==> src/hw/pbd_mux_map.vh <==
// Constants for the port B/D alternate function mux
// Assumes a 200 MHz system clock
`ifndef PBD_MUX_MAP_VH
`define PBD_MUX_MAP_VH
// Spike window: 50 ns at 5 ns a cycle, ten cycles exactly
`define PBD_SPIKE_CYC       4'hA
`define PBD_FILT_W          4
`define PBD_PORT_RST        8'h00
`define PBD_PIN_SCL         0
`define PBD_PIN_SDA         1
`define PBD_PIN_RXD         2
`define PBD_PIN_TXD         3
`define PBD_PIN_XCK         4
`define PBD_PIN_MISO        3
`define PBD_PIN_OC0         4
`define PBD_PIN_TIMER1_COMPARE_A_OUT        5
`define PBD_PIN_TIMER1_COMPARE_B_OUT        6
`define PBD_PIN_OC2         7
`endif

==> src/hw/pbd_mux.v <==
// Alternate function pin mux for ports B and D
// Assumes pad inputs are asynchronous; peripheral controls come from sys_clk logic
`timescale 1ns/1ps
`include "pbd_mux_map.vh"
module pbd_mux (
   input  wire       sys_clk,
   input  wire       rst_n,
   input  wire [7:0] portb_dir,
   input  wire [7:0] portb_out,
   input  wire [7:0] portd_dir,
   input  wire [7:0] portd_out,
   input  wire [7:0] portb_pad_in,
   input  wire [7:0] portd_pad_in,
   input  wire       serial2_tx_en,
   input  wire       serial2_rx_en,
   input  wire       serial2_sync_mode,
   input  wire       serial2_tx_data,
   input  wire       serial2_clk_out,
   input  wire       two_wire_enable,
   input  wire       two_wire_sda_low,
   input  wire       two_wire_scl_low,
   input  wire       spi_enable,
   input  wire       spi_master,
   input  wire       spi_slave_out,
   input  wire       timer0_cmp_en,
   input  wire       timer0_compare_out,
   input  wire       timer1_cmp_a_en,
   input  wire       timer1_compare_a_out,
   input  wire       timer1_cmp_b_en,
   input  wire       timer1_compare_b_out,
   input  wire       timer1_cmp_c_en,
   input  wire       timer1_compare_c_out,
   input  wire       timer2_cmp_en,
   input  wire       timer2_compare_out,
   output reg  [7:0] portb_pad_out,
   output reg  [7:0] portb_pad_oe,
   output reg  [7:0] portb_pullup,
   output reg  [7:0] portd_pad_out,
   output reg  [7:0] portd_pad_oe,
   output reg  [7:0] portd_pullup,
   output reg  [7:0] portb_pin_val,
   output reg  [7:0] portd_pin_val,
   output reg  [3:0] ext_irq_line,
   output reg        serial2_rx_pin,
   output reg        serial2_ext_clock,
   output reg        timer1_capture_in,
   output reg        spi_master_in,
   output reg        two_wire_sda_in,
   output reg        two_wire_scl_in
);

   // Two-stage synchronisers for all pad inputs.
   // Logic reads only the second stage; the first may be metastable.
   reg  [7:0] pb_s1_reg;
   reg  [7:0] pb_s2_reg;
   reg  [7:0] pd_s1_reg;
   reg  [7:0] pd_s2_reg;

   always @(posedge sys_clk or negedge rst_n) begin
      if (!rst_n) begin
         pb_s1_reg <= `PBD_PORT_RST;
         pb_s2_reg <= `PBD_PORT_RST;
         pd_s1_reg <= `PBD_PORT_RST;
         pd_s2_reg <= `PBD_PORT_RST;
      end else begin
         pb_s1_reg <= portb_pad_in;
         pb_s2_reg <= pb_s1_reg;
         pd_s1_reg <= portd_pad_in;
         pd_s2_reg <= pd_s1_reg;
      end
   end

   // Spike filter: a new level is accepted only after it holds the full window.
   // Costs ten cycles of latency on both lines, far below any bus bit time.
   // Any return to the old level restarts the count, so short bursts never pass.
   localparam [`PBD_FILT_W-1:0] SPIKE_CYC = `PBD_SPIKE_CYC;
   wire [1:0]               filt_in = pd_s2_reg[1:0];
   wire [1:0]               filt_lvl;
   genvar                   gi;
   generate
      for (gi = 0; gi < 2; gi = gi + 1) begin : g_filt
         reg [`PBD_FILT_W-1:0] cnt_reg;
         // Idle high, as a released open-drain line
         reg                   lvl_reg;
         assign filt_lvl[gi] = lvl_reg;
         always @(posedge sys_clk or negedge rst_n) begin
            if (!rst_n) begin
               cnt_reg <= {`PBD_FILT_W{1'h0}};
               lvl_reg <= 1'h1;
            end else if (filt_in[gi] == lvl_reg) begin
               cnt_reg <= {`PBD_FILT_W{1'h0}};
            end else if (cnt_reg == SPIKE_CYC - 4'h1) begin
               cnt_reg <= {`PBD_FILT_W{1'h0}};
               lvl_reg <= filt_in[gi];
            end else begin
               cnt_reg <= cnt_reg + 4'h1;
            end
         end
      end
   endgenerate

   // Two-wire inputs read idle high while the interface is off,
   // so a disabled bus never looks like a start condition
   function tw_in;
      input en;
      input lvl;
      begin
         tw_in = en ? lvl : 1'h1;
      end
   endfunction

   reg [7:0] pb_out_next;
   reg [7:0] pb_oe_next;
   reg [7:0] pd_out_next;
   reg [7:0] pd_oe_next;
   wire      xck_active = serial2_sync_mode;

   always @* begin
      // Plain I/O unless a peripheral claims the pin
      pb_out_next = portb_out;
      pb_oe_next  = portb_dir;
      pd_out_next = portd_out;
      pd_oe_next  = portd_dir;
      // Compare outputs replace data but never the direction bit
      if (timer0_cmp_en)
         pb_out_next[`PBD_PIN_OC0] = timer0_compare_out;
      if (timer1_cmp_a_en)
         pb_out_next[`PBD_PIN_TIMER1_COMPARE_A_OUT] = timer1_compare_a_out;
      if (timer1_cmp_b_en)
         pb_out_next[`PBD_PIN_TIMER1_COMPARE_B_OUT] = timer1_compare_b_out;
      // Timer 2 has priority when both claim pin 7
      if (timer2_cmp_en)
         pb_out_next[`PBD_PIN_OC2] = timer2_compare_out;
      else if (timer1_cmp_c_en)
         pb_out_next[`PBD_PIN_OC2] = timer1_compare_c_out;
      // Master input: direction forced, output bit left as pull-up control.
      // As slave the direction bit decides whether the slave may talk.
      if (spi_enable && spi_master)
         pb_oe_next[`PBD_PIN_MISO] = 1'h0;
      else if (spi_enable)
         pb_out_next[`PBD_PIN_MISO] = spi_slave_out;
      // Serial clock drives only as an output; as input it is sampled below
      if (xck_active && portd_dir[`PBD_PIN_XCK])
         pd_out_next[`PBD_PIN_XCK] = serial2_clk_out;
      // Transmitter overrides the direction bit outright
      if (serial2_tx_en) begin
         pd_out_next[`PBD_PIN_TXD] = serial2_tx_data;
         pd_oe_next[`PBD_PIN_TXD]  = 1'h1;
      end
      // Receiver forces input; pull-up stays under the output bit
      if (serial2_rx_en)
         pd_oe_next[`PBD_PIN_RXD] = 1'h0;
      // Two-wire last: it detaches both pins from everything above
      if (two_wire_enable) begin
         // Open drain: output data fixed low, enable only pulls
         pd_out_next[`PBD_PIN_SCL] = 1'h0;
         pd_oe_next[`PBD_PIN_SCL]  = two_wire_scl_low;
         pd_out_next[`PBD_PIN_SDA] = 1'h0;
         pd_oe_next[`PBD_PIN_SDA]  = two_wire_sda_low;
      end
   end

   always @(posedge sys_clk or negedge rst_n) begin
      if (!rst_n) begin
         portb_pad_out     <= `PBD_PORT_RST;
         portb_pad_oe      <= `PBD_PORT_RST;
         portb_pullup      <= `PBD_PORT_RST;
         portd_pad_out     <= `PBD_PORT_RST;
         portd_pad_oe      <= `PBD_PORT_RST;
         portd_pullup      <= `PBD_PORT_RST;
         portb_pin_val     <= `PBD_PORT_RST;
         portd_pin_val     <= `PBD_PORT_RST;
         ext_irq_line      <= 4'h0;
         // Receive line is high in reset, then reads low for two cycles while the low-reset synchronisers fill
         serial2_rx_pin    <= 1'h1;
         serial2_ext_clock <= 1'h0;
         timer1_capture_in <= 1'h0;
         spi_master_in     <= 1'h0;
         two_wire_sda_in   <= 1'h1;
         two_wire_scl_in   <= 1'h1;
      end else begin
         portb_pad_out <= pb_out_next;
         portb_pad_oe  <= pb_oe_next;
         portd_pad_out <= pd_out_next;
         portd_pad_oe  <= pd_oe_next;
         // Pull-up on any input pin follows its output bit, forced or not, except port D pins 0 and 1 while two_wire_enable is set
         portb_pullup  <= portb_out & ~pb_oe_next;
         portd_pullup  <= portd_out & ~pd_oe_next &
                          {6'h3F, {2{~two_wire_enable}}};
         portb_pin_val <= pb_s2_reg;
         portd_pin_val <= pd_s2_reg;
         ext_irq_line  <= pd_s2_reg[3:0];
         serial2_rx_pin <= pd_s2_reg[`PBD_PIN_RXD];
         serial2_ext_clock <= xck_active & pd_s2_reg[`PBD_PIN_XCK];
         timer1_capture_in <= pd_s2_reg[`PBD_PIN_XCK];
         spi_master_in <= pb_s2_reg[`PBD_PIN_MISO];
         // Filtered lines only; raw pad values would let spikes through
         two_wire_sda_in <= tw_in(two_wire_enable, filt_lvl[`PBD_PIN_SDA]);
         two_wire_scl_in <= tw_in(two_wire_enable, filt_lvl[`PBD_PIN_SCL]);
      end
   end

endmodule // pbd_mux

==> config.mk <==
export PLATFORM = sky130hd
export DESIGN_NAME = pbd_mux
export DESIGN_NICKNAME = d
export VERILOG_FILES = /design/src/hw/pbd_mux.v
export VERILOG_INCLUDE_DIRS = /design/src /design/src/hw
export SDC_FILE = /design/constraint.sdc
export NUM_CORES = 1
export LEC_CHECK = 0
export BUFFER_PORTS_ARGS = -buffer_cell sky130_fd_sc_hd__buf_4
export CORE_MARGIN = 10
export CORE_UTILIZATION = 45
export DETAILED_ROUTE_END_ITERATION = 7
export PLACE_DENSITY = 0.76
export SLEW_MARGIN = 20
export SYNTH_ARGS = -nofsm -noshare
export SYNTH_HDL_FRONTEND = slang
export SYNTH_SLANG_ARGS = --single-unit
==> constraint.sdc <==
create_clock -name sys_clk -period 3.2 [get_ports sys_clk]
set_clock_uncertainty 0.2 [all_clocks]
set_input_delay 0.32 -clock sys_clk [delete_from_list [all_inputs] [get_ports sys_clk]]
set_output_delay 0.32 -clock sys_clk [all_outputs]
set_load 0.01 [all_outputs]
==> results of run 1 <==
[power by group]
group / switching, mW / internal (mW) / total [mW]
registers: 0.0366 / 1.48 / 1.51
clock network: 0.440 / 0.468 / 0.907
logic: 0.139 / 0.210 / 0.349
[how the worst max path moves through the flow]
| stage | start | to | slack, ns | cells past startpoint |
|---|---|---|---|---|
| detailed placement | rst_n | two_wire_sda_in$_DFF_PN1_ | 1.84 | 2 |
| finish | spi_enable | portb_pad_out[3]$_DFF_PN0_ | 1.26 | 5 |
| global placement | rst_n | serial2_rx_pin$_DFF_PN1_ | 1.88 | 2 |
| global route | spi_enable | portb_pad_out[3]$_DFF_PN0_ | 1.22 | 5 |
| floorplan | g_filt[1].cnt_reg[0]$_DFF_PN0_ | g_filt[1].lvl_reg$_DFFE_PN1P_ | 1.93 | 3 |
| CTS | spi_enable | portb_pad_out[3]$_DFF_PN0_ | 1.30 | 5 |
[cells in the final DEF, fill, tap and decap left out]
cell and instances:
nand2b_1 2, nor2_1 9, inv_6 1, dfrtp_1 105, nand3b_4 2, inv_1 3
dfstp_2 5, nand3_1 2, xnor2_1 2, and2_1 1, clkinvlp_4 1, ha_1 4
nand2_1 5, dlygate4sd3_1 63, clkinv_4 2, or2_2 1, clkbuf_8 10, mux2i_1 1
mux2_4 2, buf_12 1, mux2_2 7, a21boi_0 1, bufinv_16 2, o21ai_0 2
nor2b_1 19, buf_4 144, xor2_1 4
[repair_timing]
item                                   4_1_cts  5_1_grt
endpoints found under the hold margin      112        0
hold buffers                                63        0
setup endpoints to repair                    0        0
[area by class of cell]
cell class	instances	area, sq um
Sequential cell	110	2759
Fill cell	428	1833
Timing Repair Buffer	208	1732
Multi-Input combinational cell	64	485.5
Clock buffer	10	137.6
Tap cell	99	123.9
Clock inverter	6	93.84
Inverter	3	11.26
[routing by layer]
metal,up-vias,global-route usage
li1,997,-
met1,1040,0.1473
met2,97,0.2593
met3,11,0.07186
met4,0,0.04642
met5,-,0
[logic make-up (layout without fill, tap and decap cells)]
kind of cell / after synthesis / count (layout)
multiplexers: 10 / 10
flip-flops: 110 / 110
AO/OA/AOI/OAI: 3 / 3
XOR/XNOR: 6 / 6
buffers and inverters: 9 / 227
AND/OR/NAND/NOR: 41 / 41
adder cells (fa/ha/maj): 4 / 4
[metrics by stage]
| step | instances | hold slack [ns] |
|---|---|---|
| 3_3_place_gp | 421 | 0.1317 |
| 5_1_grt | 500 | 0.01390 |
| 3_5_place_dp | 421 | 0.1347 |
| 4_1_cts | 500 | 0.004582 |
| 6_report | 500 | 0.02318 |
| 2_1_floorplan | 183 | -0.1756 |
[worst max-delay path, delay by kind of cell]
kind / cells / cell delay, ns
simple gates: 1 / 0.13
mux: 1 / 0.33
buf+inv: 3 / 1.20
==> reports/qor.yml, run 1 <==
outcome: "complete, no violations"
finalMaxSlewViolations: 0
tightest_slew_ns: 0.5631
final.setup.tns_ns: 0
hpwlAfterDp_microns: 5320
synth-compound-area-share: 0.005307
start_util: 0.4600
final_cell_area_sq_mm: 0.005343
cts_tree: "done"
avgSynthCellArea_sq_um: 18.04
postSynthCellCount: 183
r2r-start: "g_filt[0].cnt_reg[1]$_DFF_PN0_"
fmax_ghz: 0.5152
cts.clk_slew.worst_paths_ns: 0.10
drv_cap: 0
clockBufferDepth: 2
post_cts_buffers: 0
rr_worst_depth: 4
grt_usage: 0.1463
ys_warn_count: 0
yosysUniqueCellTypes: 20
pre_cts_slack_ns: 1.843
gp_congestion: 0.6991
power.density_mw_per_mm2: 518.2
wl_per_cell_microns: 15.89
ios: 145
power_mw: 2.768
vias_per_cell: 4.290
drt_iter0_markers: 48
crit_arrival_ns: 1.98
synth.area.top_cells: "dfrtp_1 (80%), dfstp_2 (4.0%), nor2b_1 (3.6%)"
slowest_stage: "dlygate4sd3_1"
yosys.area_share.simple: 0.07468
syn_to_final_growth_pct: 61.86
chipWidth_microns: 105.6
setup_ws_ns: 1.259
synth_edf_count: 0
clockRootBuffer: "clkbuf_8"
slowest_delay_ns: 0.55
synthAdderAreaFrac: 0.01516
hold_depth: 2
numCtsBuffers: 9
synthFlopType: "dfrtp_1"
min-delay-start: "portd_out[1]"
synth_area_sq_mm: 0.003301
die_area_sq_mm: 0.01116
clk_latency_ns: 0.35
setup.reg_to_reg.worst_slack_ns: 1.87
dr.pass1.iters: 4
diodes: 0
routed_wl_microns: 7945
startpoint_type: "primary input"
cts_resized: 0
synth_xor_area_frac: 0.01592
grt_pass1_wl_microns: 13210
final_core_util: 0.7446
num_vias: 2145
dpl_cell_area_sq_mm: 0.004481
maxUsedRoutingLayer: "met4"
cp_common_cell: "dlygate4sd3_1"
grt_max_degree: 66
htree_levels: 3
grt_overflow: 0
yosysTopAreaCellShare: 0.7961
synth_commonest_cells: "dfrtp_1 (105), nor2b_1 (19), nor2_1 (9), mux2_2 (7), buf_4 (6)"
grt_pass1_vias: 2573
synth_most_common_cell: "dfrtp_1"
vdd_drop_max_mv: 0.3775
synth_top_family_by_area: "simple AND/OR/NAND/NOR gates"
cp_cell_sequence: "dlygate4sd3_1 -> buf_4 -> nor2b_1 -> mux2_2 -> dlygate4sd3_1"
core-area_sq_mm: 0.007176
r2r-end: "g_filt[0].lvl_reg$_DFFE_PN1P_"
route.met2.wl_microns: 4207
route.met3.wl_microns: 879
synthArstFlopShare: 1.000
drcViolationCount: 0
setup_violations: 0
io_buffers: 144
nNetsFinal: 471
wl_met1_microns: 2781
rsz0062_at_grt: "no"
hold_path_end: "portd_pad_out[1]$_DFF_PN0_"
crit_type: "primary input to register"
antenna_found_initial: 0
p_leak_nw: 2.669
slew_headroom: 0.6246
hold_viol_final: 0
ys_ff_latch: 110
min_path_type: "primary input to register"
ant_nets: 0
cts.sinks: 110
synth-seq-area-share: 0.8359
syn-num-nets: 258
required_ns: 3.24
yosys-mux-area-fraction: 0.03601
finalCritPeriodShare: 0.6065
rows: 31
drive_above_1_share: 0.4439
period_needed_ns: 1.941
end_kind: "register"
yosysTopAreaCell: "dfrtp_1"
die_h_microns: 105.6
critical_path.max_fanout: 2
Note: power is estimated with default switching activity, not from simulation.
==> inputs of run 2 (changes only) <==
Clock period 3.2 ns to 1.97 ns, I/O delays scaled along.
==> reports/qor.yml, run 2 (same netlist as run 1, synthesis figures left out) <==
outcome: "complete, no violations"
clk_latency_ns: 0.35
chipWidth_microns: 105.6
cts_tree: "done"
numCtsBuffers: 9
grt_usage: 0.1482
critical_path_buf_inv_count: 3
r2r-start: "g_filt[0].cnt_reg[0]$_DFF_PN0_"
pre_cts_slack_ns: 0.6585
cts.clk_slew.worst_paths_ns: 0.10
crit_type: "primary input to register"
wl_per_cell_microns: 16.01
num_vias: 2157
cts.sinks: 110
drt_iter0_markers: 29
final_common_cell: "buf_4"
gp_congestion: 0.7245
ant_nets: 0
p_leak_nw: 2.692
setup_ws_ns: 0.08805
slew_headroom: 0.6640
rows: 31
routed_wl_microns: 8165
die_h_microns: 105.6
slowest_stage: "dlygate4sd3_1"
fmax_ghz: 0.5314
postCtsHoldBufs: 71
startpoint_type: "primary input"
grt_pass1_wl_microns: 13230
slowest_delay_ns: 0.58
drcViolationCount: 0
min_path_type: "register to register"
start_util: 0.4600
die_area_sq_mm: 0.01116
io_buffers: 144
critical_path.max_fanout: 2
dr.pass1.iters: 4
post_cts_buffers: 0
final_cell_mix: "buf_4 (146), dfrtp_1 (105), dlygate4sd3_1 (71)"
crit_arrival_ns: 1.91
hpwlAfterDp_microns: 5382
core-area_sq_mm: 0.007176
min-delay-start: "pd_s1_reg[4]$_DFF_PN0_"
grt_max_degree: 50
drive_above_1_share: 0.4380
clockRootBuffer: "clkbuf_8"
cts_resized: 0
vdd_drop_max_mv: 0.4306
hold_slack_ns: 0.1538
final.setup.tns_ns: 0
vias_per_cell: 4.229
drv_cap: 0
fillers: 408
finalCritPeriodShare: 0.9553
tightest_slew_ns: 0.5039
power.density_mw_per_mm2: 790.9
hold_viol_final: 0
end_kind: "register"
period_needed_ns: 1.882
cp_cell_sequence: "dlygate4sd3_1 -> buf_4 -> nor2b_1 -> mux2_2 -> dlygate4sd3_1"
finalMaxSlewViolations: 0
setup_violations: 0
htree_levels: 3
required_ns: 2.00
cp_common_cell: "dlygate4sd3_1"
ios: 145
diodes: 0
grt_overflow: 0
clockBufferDepth: 2
nNetsFinal: 481
cp-startpoint: "spi_enable"
cp_top_family: "buffers and inverters"
antenna_found_initial: 0
rsz0062_at_grt: "no"
syn_to_final_growth_pct: 63.31
grt_pass1_vias: 2522
[run 2: cell count changes in the layout (fill, tap and decap cells not counted), sizes merged]
cell	change
buf	+2
bufinv	-2
clkinv	+1
clkinvlp	+1
dlygate4sd3	+8
[run 2: stage by stage]
step	instances	util	area, sq um	power, mW
2_1_floorplan	183	-	3301	2.643
3_3_place_gp	423	0.6265	4496	2.950
3_5_place_dp	423	0.6265	4496	2.973
4_1_cts	510	0.7512	5390	4.308
5_1_grt	510	0.7512	5390	4.473
6_report	510	0.7512	5390	4.263
[run 2: per-layer routing]
| metal | GRT usage | part of all wire | wire length [microns] | vias up |
|---|---|---|---|---|
| met4 | 0.04642 | 0.011 | 86 | 0 |
| met5 | 0 | 0 | 0 | - |
| li1 | - | - | - | 1014 |
| met3 | 0.06516 | 0.099 | 809 | 9 |
| met2 | 0.2513 | 0.51 | 4164 | 100 |
| met1 | 0.1642 | 0.38 | 3105 | 1034 |
[run 2: worst register-to-register path, cell delays in order, from the launching register on]
cell and delay (ns):
dfrtp_1 0.42, ha_1 0.25, nand3b_4 0.09, mux2_4 0.29
[run 2: cell type report]
| class | count | area (sq um) | share of cell area |
|---|---|---|---|
| Inverter | 3 | 11.26 | 0.002089 |
| Tap cell | 99 | 123.9 | 0.02298 |
| Timing Repair Buffer | 218 | 1827 | 0.3389 |
| Multi-Input combinational cell | 64 | 485.5 | 0.09007 |
| Sequential cell | 110 | 2759 | 0.5118 |
| Clock inverter | 6 | 46.29 | 0.008589 |
| Clock buffer | 10 | 137.6 | 0.02553 |
[run 2: worst paths after layout]
kind	cells after the start	to	slack, ns
setup / recovery	5	portb_pad_out[3]$_DFF_PN0_	0.09
hold / removal	0	pd_s2_reg[4]$_DFF_PN0_	0.15
setup reg to reg	3	g_filt[0].lvl_reg$_DFFE_PN1P_	0.64
hold reg to reg	0	pd_s2_reg[4]$_DFF_PN0_	0.15
max in group asynchronous	3	serial2_rx_pin$_DFF_PN1_	0.72
min in group asynchronous	2	g_filt[0].cnt_reg[0]$_DFF_PN0_	0.17
[run 2: report_power, final]
group          switching, mW  total (mW)  leakage (nW)  internal (mW)
registers             0.0595        2.46          1.31           2.40
clock network          0.718        1.22        0.0889          0.501
logic                  0.233       0.586          1.29          0.354
